File: src/rtl/boot_read_pkg.sv
package boot_read_pkg;

   // ----------------------------------------------------------------
   // Framing bytes and codes
   // ----------------------------------------------------------------
   localparam logic [7:0]  CMD_START      = 8'h01;
   localparam logic [7:0]  DATA_START     = 8'h81;
   localparam logic [7:0]  TERMINATOR     = 8'h03;
   localparam logic [7:0]  READ_CODE      = 8'h15;
   localparam logic [7:0]  ERR_CODE       = 8'h95;
   localparam logic [7:0]  ERR_LEN        = 8'h0A;
   localparam logic [7:0]  UNUSED_BYTE    = 8'hFF;
   localparam logic [15:0] CMD_LEN        = 16'h0009;
   localparam logic [15:0] ACK_LEN        = 16'h0001;
   localparam logic [15:0] MAX_LEN        = 16'h0401;
   localparam logic [31:0] MAX_CHUNK_LAST = 32'h0000_03FF;

   // ----------------------------------------------------------------
   // Status codes
   // ----------------------------------------------------------------
   localparam logic [7:0]  STS_PACKET     = 8'hC1;
   localparam logic [7:0]  STS_CHECKSUM   = 8'hC2;
   localparam logic [7:0]  STS_ACCEPT     = 8'hC3;
   localparam logic [7:0]  STS_PARAM      = 8'hC4;
   localparam logic [7:0]  STS_ADDRESS    = 8'hC5;
   localparam logic [7:0]  STS_SECURE     = 8'hC6;

   // ----------------------------------------------------------------
   // Reply layout and CRC
   // ----------------------------------------------------------------
   localparam logic [3:0]  ERR_HEAD_LAST  = 4'hC;
   localparam logic [3:0]  DATA_HEAD_LAST = 4'h3;
   localparam logic [31:0] CRC_POLY       = 32'h04C1_1DB7;
   localparam logic [31:0] CRC_INIT       = 32'hFFFF_FFFF;

   typedef enum logic [3:0] {
      ST_WAIT_CMD = 4'h0,
      ST_LNH      = 4'h1,
      ST_LNL      = 4'h2,
      ST_BODY     = 4'h3,
      ST_SUM      = 4'h4,
      ST_ETX      = 4'h5,
      ST_CHECK    = 4'h6,
      ST_HEAD     = 4'h7,
      ST_FETCH    = 4'h8,
      ST_DATA     = 4'h9,
      ST_TSUM     = 4'hA,
      ST_TEND     = 4'hB,
      ST_WAIT_ACK = 4'hC
   } fsm_t;

   // Area information for one location
   typedef struct packed {
      logic        in_range;
      logic [3:0]  area_kind;
      logic [31:0] read_unit_size;
   } area_info_t;

   // Whole state of the handler
   typedef struct packed {
      fsm_t        state;
      logic [15:0] len;
      logic [15:0] cnt;
      logic [7:0]  first_byte;
      logic [63:0] body;
      logic [7:0]  sum;
      logic [7:0]  sts;
      logic        is_err;
      logic        ack_mode;
      logic        done;
      logic [3:0]  idx;
      logic [31:0] cur;
      logic [31:0] endl;
      logic [9:0]  pkt_left;
      logic [10:0] plen;
      logic        tx_valid;
      logic [7:0]  tx_data;
      logic        mem_req;
      logic [31:0] crc;
   } ctl_t;

endpackage

File: src/rtl/boot_read_handler.sv
// Notes on behaviour
// - Read reply: 81h, length N+1, 15h, data, sum, 03h
// - At most 1024 bytes per reply; then wait for host
// - Wait for command start byte, drop others
// - Missing terminator gives packet error
// - Bad check byte gives checksum error
// - Wrong length bytes give packet error
// - Any error: abandon, back to command wait
// - Lifecycle refusing read gives acceptance error
// - Encrypted write without reset: acceptance error
// - Start above end gives parameter error
// - Location outside area gives parameter error
// - Different area kinds give parameter error
// - Zero or misaligned read unit: parameter error
// - Inaccessible location gives invalid address error
// - Level one with secure region: secure error
// - Level zero refuses every read: secure error
// - Report highest error only; detail fields FFFFFFFFh
// - Host acknowledges each packet but the last; seek data start byte
// - Host packet faults give packet/checksum error
// - External flash read directly, host configures it
// - CRC-32, init FFFFFFFFh, left shift, 04C11DB7h
// - CRC steps location by location, start to end
// - Error reply: length 0Ah, 95h, status, fields
`timescale 1ns/1ps

module boot_read_handler
   import boot_read_pkg::*;
(
   // Clock and reset
   input  wire logic        core_clk,
   input  wire logic        reset_n,
   // Received bytes from the serial link logic
   input  wire logic        rx_valid,
   input  wire logic [7:0]  rx_data,
   // Bytes to the serial link logic
   output logic             tx_valid,
   output logic      [7:0]  tx_data,
   input  wire logic        tx_ready,
   // Memory read port, memory-mapped for every area
   output logic             mem_req,
   output logic      [31:0] mem_addr,
   input  wire logic        mem_ack,
   input  wire logic [7:0]  mem_rdata,
   // Area information queries and answers
   output logic      [31:0] start_location,
   output logic      [31:0] end_location,
   input  wire area_info_t  start_info,
   input  wire area_info_t  end_info,
   input  wire logic        range_accessible,
   input  wire logic        range_secure,
   // Lifecycle and authentication state
   input  wire logic        lifecycle_allows_read,
   input  wire logic        encrypted_write_pending,
   input  wire logic        auth_level_zero,
   input  wire logic        auth_level_one,
   // Running CRC of the bytes read
   output logic      [31:0] read_crc
);

   // ----------------------------------------------------------------
   // State and helpers
   // ----------------------------------------------------------------
   ctl_t        st_ff;
   ctl_t        nxt_st;
   logic [31:0] crc_step;
   logic [31:0] remain;
   logic [9:0]  chunk_last;
   logic [15:0] len_now;
   logic [31:0] unit_mask;
   logic [7:0]  head_byte;
   logic [3:0]  head_last;
   logic        start_err;
   logic        start_data;
   logic [7:0]  err_code;

   // CRC over each byte fetched from memory
   crc32_byte #(
      .POLY    (CRC_POLY)
   ) u_crc (
      .crc_in  (st_ff.crc),
      .data_in (mem_rdata),
      .crc_out (crc_step)
   );

   // Size of the next reply, capped at 1024 payload bytes
   always_comb begin
      remain     = st_ff.endl - st_ff.cur;
      chunk_last = (remain >= MAX_CHUNK_LAST) ? MAX_CHUNK_LAST[9:0] : remain[9:0];
      len_now    = {st_ff.len[15:8], rx_data};
      unit_mask  = start_info.read_unit_size - 32'h0000_0001;
      head_last  = st_ff.is_err ? ERR_HEAD_LAST : DATA_HEAD_LAST;
   end

   // Header bytes of both reply kinds
   always_comb begin
      case (st_ff.idx)
         4'h0:    head_byte = DATA_START;
         4'h1:    head_byte = st_ff.is_err ? 8'h00 : {5'h00, st_ff.plen[10:8]};
         4'h2:    head_byte = st_ff.is_err ? ERR_LEN : st_ff.plen[7:0];
         4'h3:    head_byte = st_ff.is_err ? ERR_CODE : READ_CODE;
         4'h4:    head_byte = st_ff.sts;
         default: head_byte = UNUSED_BYTE;
      endcase
   end

   // ----------------------------------------------------------------
   // Next-state logic
   // ----------------------------------------------------------------
   always_comb begin
      nxt_st     = st_ff;
      start_err  = 1'b0;
      start_data = 1'b0;
      err_code   = STS_PACKET;
      case (st_ff.state)
         // Hunt for the command start byte
         ST_WAIT_CMD: begin
            if (rx_valid && rx_data == CMD_START) begin
               nxt_st.state    = ST_LNH;
               nxt_st.ack_mode = 1'b0;
               nxt_st.sum      = 8'h00;
               nxt_st.cnt      = 16'h0000;
            end
         end
         // Hunt for the host data packet start byte
         ST_WAIT_ACK: begin
            if (rx_valid && rx_data == DATA_START) begin
               nxt_st.state    = ST_LNH;
               nxt_st.ack_mode = 1'b1;
               nxt_st.sum      = 8'h00;
               nxt_st.cnt      = 16'h0000;
            end
         end
         ST_LNH: begin
            if (rx_valid) begin
               nxt_st.len[15:8] = rx_data;
               nxt_st.sum       = st_ff.sum + rx_data;
               nxt_st.state     = ST_LNL;
            end
         end
         ST_LNL: begin
            if (rx_valid) begin
               nxt_st.len[7:0] = rx_data;
               nxt_st.sum      = st_ff.sum + rx_data;
               nxt_st.state    = (len_now == 16'h0000) ? ST_SUM : ST_BODY;
            end
         end
         // Body bytes: the length field decides how many
         ST_BODY: begin
            if (rx_valid) begin
               if (st_ff.cnt == 16'h0000) begin
                  nxt_st.first_byte = rx_data;
               end else begin
                  nxt_st.body = {st_ff.body[55:0], rx_data};
               end
               nxt_st.sum = st_ff.sum + rx_data;
               nxt_st.cnt = st_ff.cnt + 16'h0001;
               if (st_ff.cnt + 16'h0001 == st_ff.len) begin
                  nxt_st.state = ST_SUM;
               end
            end
         end
         ST_SUM: begin
            if (rx_valid) begin
               nxt_st.sum   = st_ff.sum + rx_data;
               nxt_st.state = ST_ETX;
            end
         end
         // Framing checks, highest priority first
         ST_ETX: begin
            if (rx_valid) begin
               if (rx_data != TERMINATOR) begin
                  start_err = 1'b1;
                  err_code  = STS_PACKET;
               end else if (st_ff.sum != 8'h00) begin
                  start_err = 1'b1;
                  err_code  = STS_CHECKSUM;
               end else if (st_ff.len == 16'h0000 || st_ff.len > MAX_LEN) begin
                  start_err = 1'b1;
                  err_code  = STS_PACKET;
               end else if (st_ff.ack_mode) begin
                  if (st_ff.first_byte != READ_CODE || st_ff.len != ACK_LEN) begin
                     start_err = 1'b1;
                     err_code  = STS_PACKET;
                  end else begin
                     start_data = 1'b1;
                  end
               end else if (st_ff.len != CMD_LEN || st_ff.first_byte != READ_CODE) begin
                  start_err = 1'b1;
                  err_code  = STS_PACKET;
               end else begin
                  nxt_st.cur   = st_ff.body[63:32];
                  nxt_st.endl  = st_ff.body[31:0];
                  nxt_st.state = ST_CHECK;
               end
            end
         end
         // Acceptance, parameter, address and secure checks in order
         ST_CHECK: begin
            start_err = 1'b1;
            if (!lifecycle_allows_read) begin
               err_code = STS_ACCEPT;
            end else if (encrypted_write_pending) begin
               err_code = STS_ACCEPT;
            end else if (st_ff.cur > st_ff.endl) begin
               err_code = STS_PARAM;
            end else if (!start_info.in_range || !end_info.in_range) begin
               err_code = STS_PARAM;
            end else if (start_info.area_kind != end_info.area_kind) begin
               err_code = STS_PARAM;
            end else if (start_info.read_unit_size == 32'h0000_0000) begin
               err_code = STS_PARAM;
            end else if ((st_ff.cur & unit_mask) != 32'h0000_0000 ||
                         (st_ff.endl & unit_mask) != unit_mask) begin
               err_code = STS_PARAM;
            end else if (!range_accessible) begin
               err_code = STS_ADDRESS;
            end else if (auth_level_one && range_secure) begin
               err_code = STS_SECURE;
            end else if (auth_level_zero) begin
               err_code = STS_SECURE;
            end else begin
               start_err   = 1'b0;
               start_data  = 1'b1;
               nxt_st.crc  = CRC_INIT;
               nxt_st.done = 1'b0;
            end
         end
         // Header bytes of either reply
         ST_HEAD: begin
            if (!st_ff.tx_valid) begin
               nxt_st.tx_valid = 1'b1;
               nxt_st.tx_data  = head_byte;
            end else if (tx_ready) begin
               nxt_st.tx_valid = 1'b0;
               nxt_st.idx      = st_ff.idx + 4'h1;
               if (st_ff.idx != 4'h0) begin
                  nxt_st.sum = st_ff.sum + st_ff.tx_data;
               end
               if (st_ff.idx == head_last) begin
                  nxt_st.state = st_ff.is_err ? ST_TSUM : ST_FETCH;
               end
            end
         end
         // Direct memory-mapped read of one byte
         ST_FETCH: begin
            nxt_st.mem_req = !mem_ack;
            if (mem_ack) begin
               nxt_st.tx_data  = mem_rdata;
               nxt_st.tx_valid = 1'b1;
               nxt_st.crc      = crc_step;
               nxt_st.done     = (st_ff.cur == st_ff.endl);
               nxt_st.cur      = st_ff.cur + 32'h0000_0001;
               nxt_st.state    = ST_DATA;
            end
         end
         ST_DATA: begin
            if (tx_ready) begin
               nxt_st.tx_valid = 1'b0;
               nxt_st.sum      = st_ff.sum + st_ff.tx_data;
               if (st_ff.pkt_left == 10'h000) begin
                  nxt_st.state = ST_TSUM;
               end else begin
                  nxt_st.pkt_left = st_ff.pkt_left - 10'h001;
                  nxt_st.state    = ST_FETCH;
               end
            end
         end
         // Check byte makes the packet sum to zero
         ST_TSUM: begin
            if (!st_ff.tx_valid) begin
               nxt_st.tx_valid = 1'b1;
               nxt_st.tx_data  = 8'h00 - st_ff.sum;
            end else if (tx_ready) begin
               nxt_st.tx_valid = 1'b0;
               nxt_st.state    = ST_TEND;
            end
         end
         ST_TEND: begin
            if (!st_ff.tx_valid) begin
               nxt_st.tx_valid = 1'b1;
               nxt_st.tx_data  = TERMINATOR;
            end else if (tx_ready) begin
               nxt_st.tx_valid = 1'b0;
               if (st_ff.is_err || st_ff.done) begin
                  nxt_st.state = ST_WAIT_CMD;
               end else begin
                  nxt_st.state = ST_WAIT_ACK;
               end
            end
         end
         default: begin
            nxt_st = '0;
         end
      endcase

      // Launch an error reply; the command is dropped afterwards
      if (start_err) begin
         nxt_st.is_err   = 1'b1;
         nxt_st.sts      = err_code;
         nxt_st.idx      = 4'h0;
         nxt_st.sum      = 8'h00;
         nxt_st.tx_valid = 1'b0;
         nxt_st.state    = ST_HEAD;
      end

      // Launch the next read-data reply
      if (start_data) begin
         nxt_st.is_err   = 1'b0;
         nxt_st.pkt_left = chunk_last;
         nxt_st.plen     = {1'b0, chunk_last} + 11'h002;
         nxt_st.idx      = 4'h0;
         nxt_st.sum      = 8'h00;
         nxt_st.tx_valid = 1'b0;
         nxt_st.state    = ST_HEAD;
      end
   end

   // ----------------------------------------------------------------
   // State register
   // ----------------------------------------------------------------
   always_ff @(posedge core_clk) begin
      if (!reset_n) begin
         st_ff <= '0;
      end else begin
         st_ff <= nxt_st;
      end
   end

   // Outputs straight from the state register
   assign tx_valid       = st_ff.tx_valid;
   assign tx_data        = st_ff.tx_data;
   assign mem_req        = st_ff.mem_req;
   assign mem_addr       = st_ff.cur;
   assign start_location = st_ff.cur;
   assign end_location   = st_ff.endl;
   assign read_crc       = st_ff.crc;

endmodule // boot_read_handler

File: src/rtl/crc32_byte.sv
`timescale 1ns/1ps

module crc32_byte
   import boot_read_pkg::*;
#(
   parameter logic [31:0] POLY = CRC_POLY
) (
   // Running value and data byte
   input  wire logic [31:0] crc_in,
   input  wire logic [7:0]  data_in,
   // Updated value
   output logic      [31:0] crc_out
);

   // ----------------------------------------------------------------
   // Eight left-shift steps, data MSB first
   // ----------------------------------------------------------------
   always_comb begin
      logic [31:0] c;
      c = crc_in;
      for (int i = 7; i >= 0; i--) begin
         if (c[31] ^ data_in[i]) begin
            c = {c[30:0], 1'b0} ^ POLY;
         end else begin
            c = {c[30:0], 1'b0};
         end
      end
      crc_out = c;
   end

endmodule // crc32_byte

File: config.mk
export PLATFORM = sky130hd
export DESIGN_NAME = boot_read_handler
export DESIGN_NICKNAME = d
export VERILOG_FILES = /design/src/rtl/boot_read_pkg.sv /design/src/rtl/boot_read_handler.sv /design/src/rtl/crc32_byte.sv
export SDC_FILE = /design/constraint.sdc
export NUM_CORES = 1
export LEC_CHECK = 0
export ABC_AREA = 1
export BUFFER_PORTS_ARGS = -buffer_cell sky130_fd_sc_hd__buf_2
export CORE_MARGIN = 2
export CORE_UTILIZATION = 40
export CTS_BUF_LIST = sky130_fd_sc_hd__clkbuf_8 sky130_fd_sc_hd__clkbuf_16
export CTS_CLUSTER_SIZE = 30
export DETAILED_ROUTE_END_ITERATION = 12
export PLACE_DENSITY = 0.63
export SYNTH_ARGS = -nofsm -noshare
export SYNTH_HDL_FRONTEND = slang
export SYNTH_SLANG_ARGS = --single-unit
File: constraint.sdc
create_clock -name core_clk -period 3.97 [get_ports core_clk]
set_input_delay 0.794 -clock core_clk [delete_from_list [all_inputs] [get_ports core_clk]]
set_output_delay 0.794 -clock core_clk [all_outputs]
set_load 0.02 [all_outputs]
Word-level counts from Yosys, hierarchy flattened
Cells that the tools add are included.

storage, ports and cells
  register bits after elaboration = 258
  input port bits = 101
  output and inout bits = 138
  logic and storage cells = 384

operators by class
  add/sub/neg operators = 10
  magnitude comparators = 3
  equality and inequality tests = 94
  multiplexer cells = 167
  bitwise logic cells = 32
  reduce and logical (&&, ||, !) cells = 57

operators by type and width
  operator                 count
  $mux W64                 7
  $mux W32                 12
  $mux W27                 8
  $pmux W32 S3             2
  $mux W8                  23
  $pmux W72 S2             1
  $not A14 Y14             8
  $mux W4                  25
  $mux W96                 1
  $ne A4 B4 Y1 const B     22
  $reduce_or A12 Y1        7
  $pmux W8 S5              2
  $ne A2 B2 Y1 const B     38
  $and A32 B32 Y32         2
  $pmux W16 S4             1
  $pmux W32 S2             1
  $pmux W8 S7              1
  $pmux W4 S13             1
  $mux W1                  50
  $logic_not A16 Y1        3
  $pmux W8 S2              3
  $reduce_and A23 Y1       2
  $reduce_or A11 Y1        3
  $add A32 B1 Y32 const B  1
  other kinds (67)         139

Logic depth before layout (Yosys ltp)
Gate-level depths: netlist of run 1.

  word-level depth = 18
  depth in mapped cells = 28
  mapped depth without buffers = 27

By module
A second synthesis of run 1 with hierarchy kept.

unflattened totals
  cells, all modules = 3128
  area total of the unflattened synthesis = 19570.0 um2

by module, submodules not included
  module             instances  cells an instance  area an instance (um2)  sequential area each (um2)
  boot_read_handler  1          2914               18332.6                 5084.9
  crc32_byte         1          214                1237.4                  0.0

Worst setup path before layout of run 1
No wires, ideal clock.

  path type = reg-to-reg
  start point = reg st_ff[256] (netlist name)
  end point = reg st_ff[149] (netlist name)
  setup time = 0.115 ns
  arrival time = 2.983 ns
  required time = 3.855 ns
  slack = 0.872 ns
  cell stages (with the launch flop) = 22
  buffers on the path = 1
  period minus slack after synthesis = 3.098 ns
  cell sequence = dfxtp_1 inv_1 ha_1 inv_1 nor2_1 inv_1 nand2_1 clkbuf_1 nand2_1 o21ai_0 ha_1 a21oi_1 o21bai_1 a21oi_1 o21ai_0 nand2_1 nand2_1 a21oi_1 xor2_1 nor2_1 a21oi_1 nor2_1

between the ends
  cells in the longest elaborated chain, start to end = 4
  elaborated cells on any way between the ends = 29
  those cells by class = eq/ne (20); mux (3); bitwise (1); reduce/logical (5)

RTL lines
  item                                                                   line                      RTL
  from (decl)                                                            boot_read_handler.sv:64   ctl_t st_ff;
  from (signal assigned)                                                 boot_read_handler.sv:326  st_ff <= nxt_st;
  $eq A4 B3 Y1, or another cell as far along                             boot_read_handler.sv:115  case (st_ff.state)
  $reduce_or A3 Y1 (no line) / $reduce_or A5 Y1 (equally long branches)  n/a
  $ne A2 B1 Y1 (no line) / $not A1 Y1 (equally long branches)            n/a
  $reduce_and A9 Y1 (no line)                                            n/a

Parallel ways exist; a longest one is shown, timed or not.
A chain may end at the register's enable or synchronous reset.

Worst setup path in the final report of run 1
  start point = reg st_ff (netlist bit mem_addr[25])
  end point = reg st_ff (netlist bit read_crc[29])

between the ends
  cells in the longest elaborated chain, start to end = 5
  elaborated cells on any way between the ends = 7
  those cells by class = order compare (1); eq/ne (2); bitwise (1); reduce/logical (3)

RTL lines
  item
  branches (longest 4 deep; another with $gt A32 B32 Y1)
  $reduce_and A12 Y1 (no line) *

Mark *: on every way between the ends.

==> reports/metrics.csv, run 1 <==
metric;value;unit
FMAX;0.276;GHz
Inserted Diodes;0;
Tot GR Track Use;25.1;%
Critical Path RT;4420;ps
commonest non-fill, non-tap cells in the layout;nand2_1, inv_1, nor2_1, dfxtp_1, buf_2;
Residual DRC;0;
Initial DRT Pass Iterations;6;
Max-Cap Viols;0;
Max VDD drop;0.000431;V
Slew Limit Fails;0;
Synth async-reset ratio;0;%
Clock transition at path regs;60;ps
via count;19800;
commonest non-fill, non-tap cell in the layout;nand2_1;
P&R area growth vs syn;9.73;%
worst-path fanout max;30;
Final Hold Viols;0;
H-Tree Depth;1;
register area share after synthesis;26.5;%
Starting DRT DRC Count;2108;
P_leak;9.94;nW
wire per inst;17.2;microns
pwr/cell area;836;mW/mm^2
syn nets;3197;
die width;223;microns
post-route ant nets;0;
Post-synth EDFFs;0;
Critical Path AT;4070;ps
Worst Setup SP;mem_addr[25]$_SDFFE_PN0P_;
top-area cell type share of the netlist area;26.5;%
Site Rows;80;
setup TNS;0;ps
Cell Area, Placed;0.0201;sq mm
R2R Path End;read_crc[29]$_SDFFE_PN0P_;
Worst-Margin Slew;865;ps
register area;0.00508;sq mm
R2R depth;18;
gp weighted congestion;0.984;
Placement Setup Slack;111;ps
r2r startpoint;mem_addr[25]$_SDFFE_PN0P_;
r2r setup slk;350;ps
CP peak stage delay;470;ps
clock latency on the worst-skew pair;570;ps
hpwl dp;49900;microns
dominant cells by area after synthesis;dfxtp_1, nand2_1, inv_1, nor2_1, buf_4;
clock skew;13.4;ps
Hold Path Sink;st_ff[51]$_SDFFE_PN0P_;
WL final;64500;microns
CORE AREA;0.0475;sq mm
period utilization;91.2;%
DP Cell Count;3690;
Top delay family on crit path;simple AND/OR/NAND/NOR gates;
ys flop type;dfxtp_1;
post-layout min period;3620;ps
vias in the first global route;17700;
Filler cells;5045;
most used cell, CP;nand2_1;
initial antenna violation count;1;
Multi-input gate area;0.0112;sq mm
starting density of the core;40.3;%
status;complete, no violations;
I/O Buffers;206;
Clock Path Buffers;3;
hold depth;2;
clock root buffer;clkbuf_16;
Yosys top cell by area;dfxtp_1;
Mapped Cells;3038;
cell-by-cell trace of the critical path;inv_1 > ha_1 > nand2_1 > nor2_1 > inv_1 > nor3_1 > and2_1 > nand2_1 > nand2_1 > nand2_1 > o211ai_1 > and3_1 > nand4_4 > nand2_4 > nand2_1 > buf_4 > o21ai_0 > nor2_1;
pin count of the biggest net entering global routing;86;
io pins;239;
DIE HEIGHT;223;microns
final cell count without fillers;3737;
fin area;0.0210;sq mm
nets;3265;
Yosys warnings;0;
postcts setup bufs;0;
CTS tree;built;
type of the worst setup path;reg -> reg;
share of post-route cells with drive strength above 1;12.2;%
Hold Path Class;reg -> reg;
kind of launch point of the worst setup path;flop;
hold path start;st_ff[51]$_SDFFE_PN0P_;
Setup Viol. Count Final;0;
synthesized area per cell;6.31;sq um
# clock sinks;254;
synthesized cell area;0.0192;sq mm
Max-slew headroom;42.4;%
#FFs+latches synth;254;
CTS Buf Count;29;
via-per-instance ratio;5.29;
Congestion Overflow GR;0;
Die Area;0.0497;sq mm
crit path max-delay cell type;dfxtp_1;
PnR worst setup slack;350;ps
global-route wire length before repair;99900;microns
Synth cell types;60;
Crit. End Element;flop;
Buf/Inv on CP;3;
-- how the worst max path moves through the flow --
stage	endpoint	slack, ps	cells past startpoint
floorplan	st_ff[149]$_SDFFE_PP0P_	870	21
global placement	st_ff[128]$_SDFFE_PP0P_	150	18
detailed placement	st_ff[128]$_SDFFE_PP0P_	110	21
CTS	st_ff[47]$_SDFFE_PN0P_	260	24
global route	st_ff[51]$_SDFFE_PN0P_	-20	23
finish	read_crc[29]$_SDFFE_PN0P_	350	18
-- kinds of logic after synthesis --
kind of cell | Yosys count | share of synthesized area, %
and+or+nand+nor | 1487 | 33.5
buffers and inverters | 630 | 15.2
AOI/OAI and AO/OA | 501 | 15.9
DFF | 254 | 26.5
xor gates and xnor gates | 108 | 5.00
adders and majority gates | 58 | 3.86
-- where the power goes --
group / internal (mW) / switching (mW) / leakage [nW]
Sequential: 3.13 / 0.611 / 2.07
Clock: 1.53 / 1.11 / 0.460
Combinational: 3.55 / 7.66 / 7.42
Total: 8.21 / 9.38 / 9.94
-- worst register-to-register path: stages (launching register included) --
cell and delay (ps):
dfxtp_1 470, inv_1 210, ha_1 440, nand2_1 120
nor2_1 210, inv_1 60, nor3_1 190, and2_1 160
nand2_1 90, nand2_1 110, nand2_1 60, o211ai_1 160
and3_1 310, nand4_4 160, nand2_4 160, nand2_1 60
buf_4 230, o21ai_0 240, nor2_1 60
-- final cells by class --
class | count | share of cell area, %
timing repair buffer | 267 | 7.37
sequential | 254 | 24.2
multi-input combinational | 2154 | 53.3
clock buffer | 37 | 3.97
inverter | 400 | 7.15
clock inverter | 10 | 0.386
tap | 615 | 3.66
-- stage by stage --
stage               hold slack, ps  power, mW  util (%)
floorplan                      429       12.2         -
global placement               456       14.7      42.3
detailed placement             461       14.8      42.3
CTS                            470       17.5      44.2
global route                   494       19.1      44.3
finish                         470       17.6      44.3
-- cell usage after synthesis (3+ instances only) --
master       n
nand2_1    681
inv_1      396
nor2_1     383
dfxtp_1    254
nand3_1    200
a21oi_1    168
buf_4      140
o21ai_0    133
nand4_1     78
clkbuf_1    72
xor2_1      67
a22oi_1     64
a211oi_1    56
ha_1        56
nor3_1      47
xnor2_1     40
nor4_1      25
or2_2       20
buf_2       13
nand3b_1    11
o211ai_1    10
a221oi_1     9
a31oi_1      8
nand2_2      7
nor2_2       7
a21oi_2      6
a2bb2oi_1    6
a31o_2       6
and2_1       6
nor2_4       6
o21bai_1     6
o22ai_1      5
o31ai_1      5
o41ai_1      5
and3_1       4
buf_1        4
clkinv_1     3
-- per-layer routing --
layer  GRT usage [%]  part of all wire [%]
met1            36.0                    46
met3            3.00                   7.8
met4            5.89                   2.2
met5               0                 0.020
met2            40.0                    44
-- state kept, by name, indices dropped and copies added, names as in the netlist --
signal / cells
tx_data: 8
st_ff: 140
end_location: 32
read_crc: 32
mem_addr: 32
len_now: 8
mem_req: 1
tx_valid: 1
-- what timing repair did --
action,CTS,global route
resized for setup,0,5
setup endpoints to repair,0,17
hold buffers,0,0
No activity file was read; power rests on OpenSTA's default activity.
==> run 2, diff against run 1 <==
GPL_TIMING_DRIVEN = 0   (was not set)
clock period = 4.2 ns   (was 3.97 ns; I/O delays follow)
==> reports/metrics.csv, run 2 (synthesized netlist as in run 1, its figures left out) <==
metric;value;unit
Top delay family on crit path;simple AND/OR/NAND/NOR gates;
Slew Limit Fails;0;
power consumption;17.6;mW
initial antenna violation count;1;
PnR worst setup slack;235;ps
Initial DRT Pass Iterations;6;
fin area;0.0220;sq mm
CTS Buf Count;30;
post-route ant nets;0;
Max-Cap Viols;0;
Starting DRT DRC Count;2018;
RSZ-0062 raised after global routing;no;
via-per-instance ratio;5.35;
clock latency on the worst-skew pair;590;ps
nets;3434;
DIE HEIGHT;223;microns
CP peak stage delay;470;ps
period utilization;94.4;%
Placement Setup Slack;-19.6;ps
die width;223;microns
CTS tree;built;
I/O Buffers;205;
final cell count without fillers;3911;
Residual DRC;0;
Hold Path Class;reg -> reg;
status;complete, no violations;
commonest non-fill, non-tap cell in the layout;nand2_1;
# clock sinks;254;
Congestion Overflow GR;0;
global-route wire length before repair;109000;microns
pwr/cell area;799;mW/mm^2
via count;20900;
H-Tree Depth;1;
gp weighted congestion;0.992;
pin count of the biggest net entering global routing;16;
# hold bufs at CTS;0;
postcts setup bufs;0;
Crit. End Element;flop;
post-layout util;46.2;%
most used cell, CP;nand2_1;
DP Cell Count;3858;
P_leak;10.5;nW
Critical Path RT;4650;ps
Clock Path Buffers;3;
cell-by-cell trace of the critical path;inv_1 > ha_1 > nand2_1 > nor2_1 > inv_1 > nor3_1 > and2_1 > nand2_1 > nand2_1 > nand2_1 > o211ai_1 > and3_1 > nand4_4 > nand2_4 > nand2_1 > clkbuf_1 > o21ai_1 > nor2_1;
CORE AREA;0.0475;sq mm
wire per inst;18.5;microns
clock skew;27.1;ps
Tot GR Track Use;28.1;%
Cell Area, Placed;0.0210;sq mm
WL final;72200;microns
starting density of the core;40.3;%
io pins;239;
kind of launch point of the worst setup path;flop;
FMAX;0.252;GHz
worst-path fanout max;10;
type of the worst setup path;reg -> reg;
P&R area growth vs syn;14.6;%
Site Rows;80;
Max VDD drop;0.000336;V
Hold WS;473;ps
post-layout min period;3960;ps
Setup Viol. Count Final;0;
Clock transition at path regs;60;ps
register name with the most flops;st_ff;
Worst-Margin Slew;1100;ps
Buf/Inv on CP;3;
crit path max-delay cell type;ha_1;
share of post-route cells with drive strength above 1;14.7;%
setup TNS;0;ps
clock root buffer;clkbuf_16;
Max-slew headroom;25.7;%
Inserted Diodes;0;
Final Hold Viols;0;
commonest non-fill, non-tap cells in the layout;nand2_1, inv_1, nor2_1, dfxtp_1, buf_2;
Critical Path AT;4420;ps
Filler cells;5131;
hpwl dp;58400;microns
vias in the first global route;18900;
Die Area;0.0497;sq mm
Largest register FFs;140;
[run 2: cell types whose count changed in the layout (fill, tap and decap cells not counted), moves of 2 or more]
cell and delta:
buf_4 +84, dfxtp_1 -10, clkinvlp_4 +3, inv_2 +2
dfxtp_2 +10, buf_1 +4, inv_1 +3, clkinv_2 -2
buf_12 -5, clkbuf_1 +71, buf_2 +12
[run 2: worst reg2reg max path, stage by stage (launching register included)]
cell and delay [ps]:
dfxtp_2 450, inv_1 210, ha_1 470, nand2_1 140
nor2_1 200, inv_1 60, nor3_1 260, and2_1 180
nand2_1 80, nand2_1 100, nand2_1 90, o211ai_1 220
and3_1 340, nand4_4 170, nand2_4 140, nand2_1 100
clkbuf_1 260, o21ai_1 310, nor2_1 60
[run 2: repair_timing]
| action | in CTS | in global routing |
|---|---|---|
| pin swaps | 0 | 0 |
| setup endpoints to repair | 1 | 56 |
| gates resized for setup | 1 | 19 |
[run 2: path summary, 6_finish.rpt]
path | endpoint | from | depth (start not counted) | slack (ps)
setup / recovery | read_crc[22]$_SDFFE_PN0P_ | mem_addr[24]$_SDFFE_PN0P_ | 18 | 240
hold / removal | st_ff[220]$_SDFFE_PN0P_ | st_ff[220]$_SDFFE_PN0P_ | 2 | 470
setup reg to reg | read_crc[22]$_SDFFE_PN0P_ | mem_addr[24]$_SDFFE_PN0P_ | 18 | 240
hold reg to reg | st_ff[220]$_SDFFE_PN0P_ | st_ff[220]$_SDFFE_PN0P_ | 2 | 470
[run 2: layout make-up]
type,instances,area (sq um),area share (%)
Multi-Input combinational cell,2154,11200,51.0
Timing Repair Buffer,205,1030,4.67
Clock buffer,37,847,3.85
Sequential cell,254,5100,23.2
Buffer,230,1410,6.43
Tap cell,615,769,3.50
Clock inverter,16,125,0.569
Inverter,400,1500,6.83
[run 2: where the power goes]
group	internal (mW)	switching (mW)	total, mW
logic	3.79	7.35	11.1
clock network	1.48	1.11	2.60
registers	2.97	0.853	3.82
[run 2: per-layer routing]
metal / part of all wire, % / track usage [%] / up-vias
met5: 0.0097 / 0 / -
met4: 2.9 / 8.21 / 2
met3: 7.9 / 4.24 / 122
met2: 44 / 44.0 / 810
met1: 45 / 39.9 / 9679
li1: - / - / 10300
==> run 3, diff against run 2 <==
CORE_MARGIN = 10   (was 2)
==> reports/metrics.csv, run 3 (synthesized netlist as in run 1, its figures left out) <==
metric;value;unit
crit path max-delay cell type;dfxtp_1;
register area;0.00511;sq mm
initial antenna violation count;2;
io pins;239;
Residual DRC;0;
global-route wire length before repair;112000;microns
commonest non-fill, non-tap cells in the layout;nand2_1, inv_1, nor2_1, dfxtp_1, buf_2;
Max-Cap Viols;0;
cell-by-cell trace of the critical path;inv_1 > ha_1 > nand2_1 > nor2_2 > inv_1 > nor3_1 > and2_1 > nand2_1 > nand2_1 > nand2_1 > o211ai_1 > and3_1 > nand4_4 > nand2_4 > nand2_1 > clkbuf_1 > o21ai_0 > nor2_1;
clock skew;17.0;ps
H-Tree Depth;1;
post-route ant nets;0;
Buf/Inv on CP;3;
CORE AREA;0.0475;sq mm
via count;20800;
Filler cells;5148;
FMAX;0.257;GHz
Slew Limit Fails;0;
status;complete, no violations;
die width;239;microns
Hold Path Class;reg -> reg;
CP peak stage delay;500;ps
Critical Path AT;4340;ps
P_leak;10.5;nW
hpwl dp;60300;microns
Cell Area, Placed;0.0210;sq mm
CP Depth;18;
starting density of the core;40.3;%
CTS Buf Count;29;
# clock sinks;254;
Worst-Margin Slew;1100;ps
CTS tree;built;
Congestion Overflow GR;0;
r2r startpoint;mem_addr[27]$_SDFFE_PN0P_;
Final Hold Viols;0;
vias in the first global route;19300;
Crit. End Element;flop;
register name with the most flops;st_ff;
share of post-route cells with drive strength above 1;14.8;%
wire per inst;18.9;microns
Max-slew headroom;26.2;%
period utilization;92.6;%
r2r setup slk;310;ps
R2R depth;18;
type of the worst setup path;reg -> reg;
Inserted Diodes;0;
R2R Path End;read_crc[3]$_SDFFE_PN0P_;
Hold WS;464;ps
Setup Viol. Count Final;0;
PnR worst setup slack;310;ps
Multi-input gate area;0.0112;sq mm
Max VDD drop;0.000371;V
Site Rows;80;
Placement Setup Slack;-60.7;ps
Clock transition at path regs;60;ps
Starting DRT DRC Count;2138;
via-per-instance ratio;5.34;
Largest register FFs;140;
I/O Buffers;205;
Initial DRT Pass Iterations;5;
gp weighted congestion;1.02;
power consumption;17.5;mW
Setup crit end;read_crc[3]$_SDFFE_PN0P_;
Critical Path RT;4650;ps
Tot GR Track Use;25.0;%
clock latency on the worst-skew pair;570;ps
pwr/cell area;797;mW/mm^2
post-layout min period;3890;ps
P&R area growth vs syn;14.3;%
commonest non-fill, non-tap cell in the layout;nand2_1;
fin area;0.0219;sq mm
clock root buffer;clkbuf_16;
kind of launch point of the worst setup path;flop;
worst-path fanout max;10;
Worst Setup SP;mem_addr[27]$_SDFFE_PN0P_;
WL final;73700;microns
pin count of the biggest net entering global routing;15;
nets;3433;
Clock Path Buffers;3;
Die Area;0.0571;sq mm
Post-CTS Resized;0;
# hold bufs at CTS;0;
Top delay family on crit path;simple AND/OR/NAND/NOR gates;
most used cell, CP;nand2_1;
post-layout util;46.1;%
DIE HEIGHT;239;microns
postcts setup bufs;0;
## run 3: cell count changes in the layout (fill, tap and decap cells not counted), sizes merged
| cell | previous run | this run |
|---|---|---|
| clkinv | 7 | 9 |
| bufinv | 1 | 2 |
| clkinvlp | 5 | 1 |
| clkbuf | 109 | 105 |
| inv | 403 | 404 |
## run 3: final cells by class
class,instances,area share (%)
inverters,400,6.85
repair buffers,205,4.68
well taps,615,3.51
clock inverters,16,0.605
flip-flops and latches,254,23.3
clock buffers,33,3.56
plain buffers,230,6.46
multi-input cells,2154,51.1
## run 3: metrics by stage
| step | cells | setup TNS (ps) |
|---|---|---|
| floorplan | 3038 | 0 |
| global placement | 3858 | -60.4 |
| detailed placement | 3858 | -60.7 |
| CTS | 3907 | 0 |
| global route | 3907 | -2.85 |
| finish | 3907 | 0 |
## run 3: worst min-delay path by stage
stage,start,to,slack (ps),cells after the start
global route,st_ff[220]$_SDFFE_PN0P_,st_ff[220]$_SDFFE_PN0P_,500,2
detailed placement,st_ff[42]$_SDFFE_PN0P_,st_ff[42]$_SDFFE_PN0P_,460,2
finish,st_ff[42]$_SDFFE_PN0P_,st_ff[42]$_SDFFE_PN0P_,460,2
CTS,st_ff[42]$_SDFFE_PN0P_,st_ff[42]$_SDFFE_PN0P_,470,2
global placement,st_ff[220]$_SDFFE_PN0P_,st_ff[220]$_SDFFE_PN0P_,450,2
floorplan,st_ff[220]$_SDFFE_PN0P_,st_ff[220]$_SDFFE_PN0P_,430,2
## run 3: worst register-to-register path, stage by stage, from the launching register on
cell      delay (ps)
dfxtp_1          500
inv_1            260
ha_1             450
nand2_1          150
nor2_2           190
inv_1             50
nor3_1           170
and2_1           160
nand2_1           60
nand2_1           90
nand2_1           90
o211ai_1         220
and3_1           340
nand4_4          170
nand2_4          140
nand2_1           90
clkbuf_1         240
o21ai_0          320
nor2_1            60
## run 3: report_power, final
group / internal (mW) / switching (mW)
combinational: 3.80 / 7.38
clock: 1.44 / 1.06
sequential: 2.98 / 0.837
## run 3: metal layers
layer,vias to the layer above,global-route usage [%],routed length [microns]
met5,-,0,14
met4,2,7.78,2250
met3,134,4.01,5850
met2,804,39.3,32300
met1,9596,34.5,33300
li1,10300,-,-
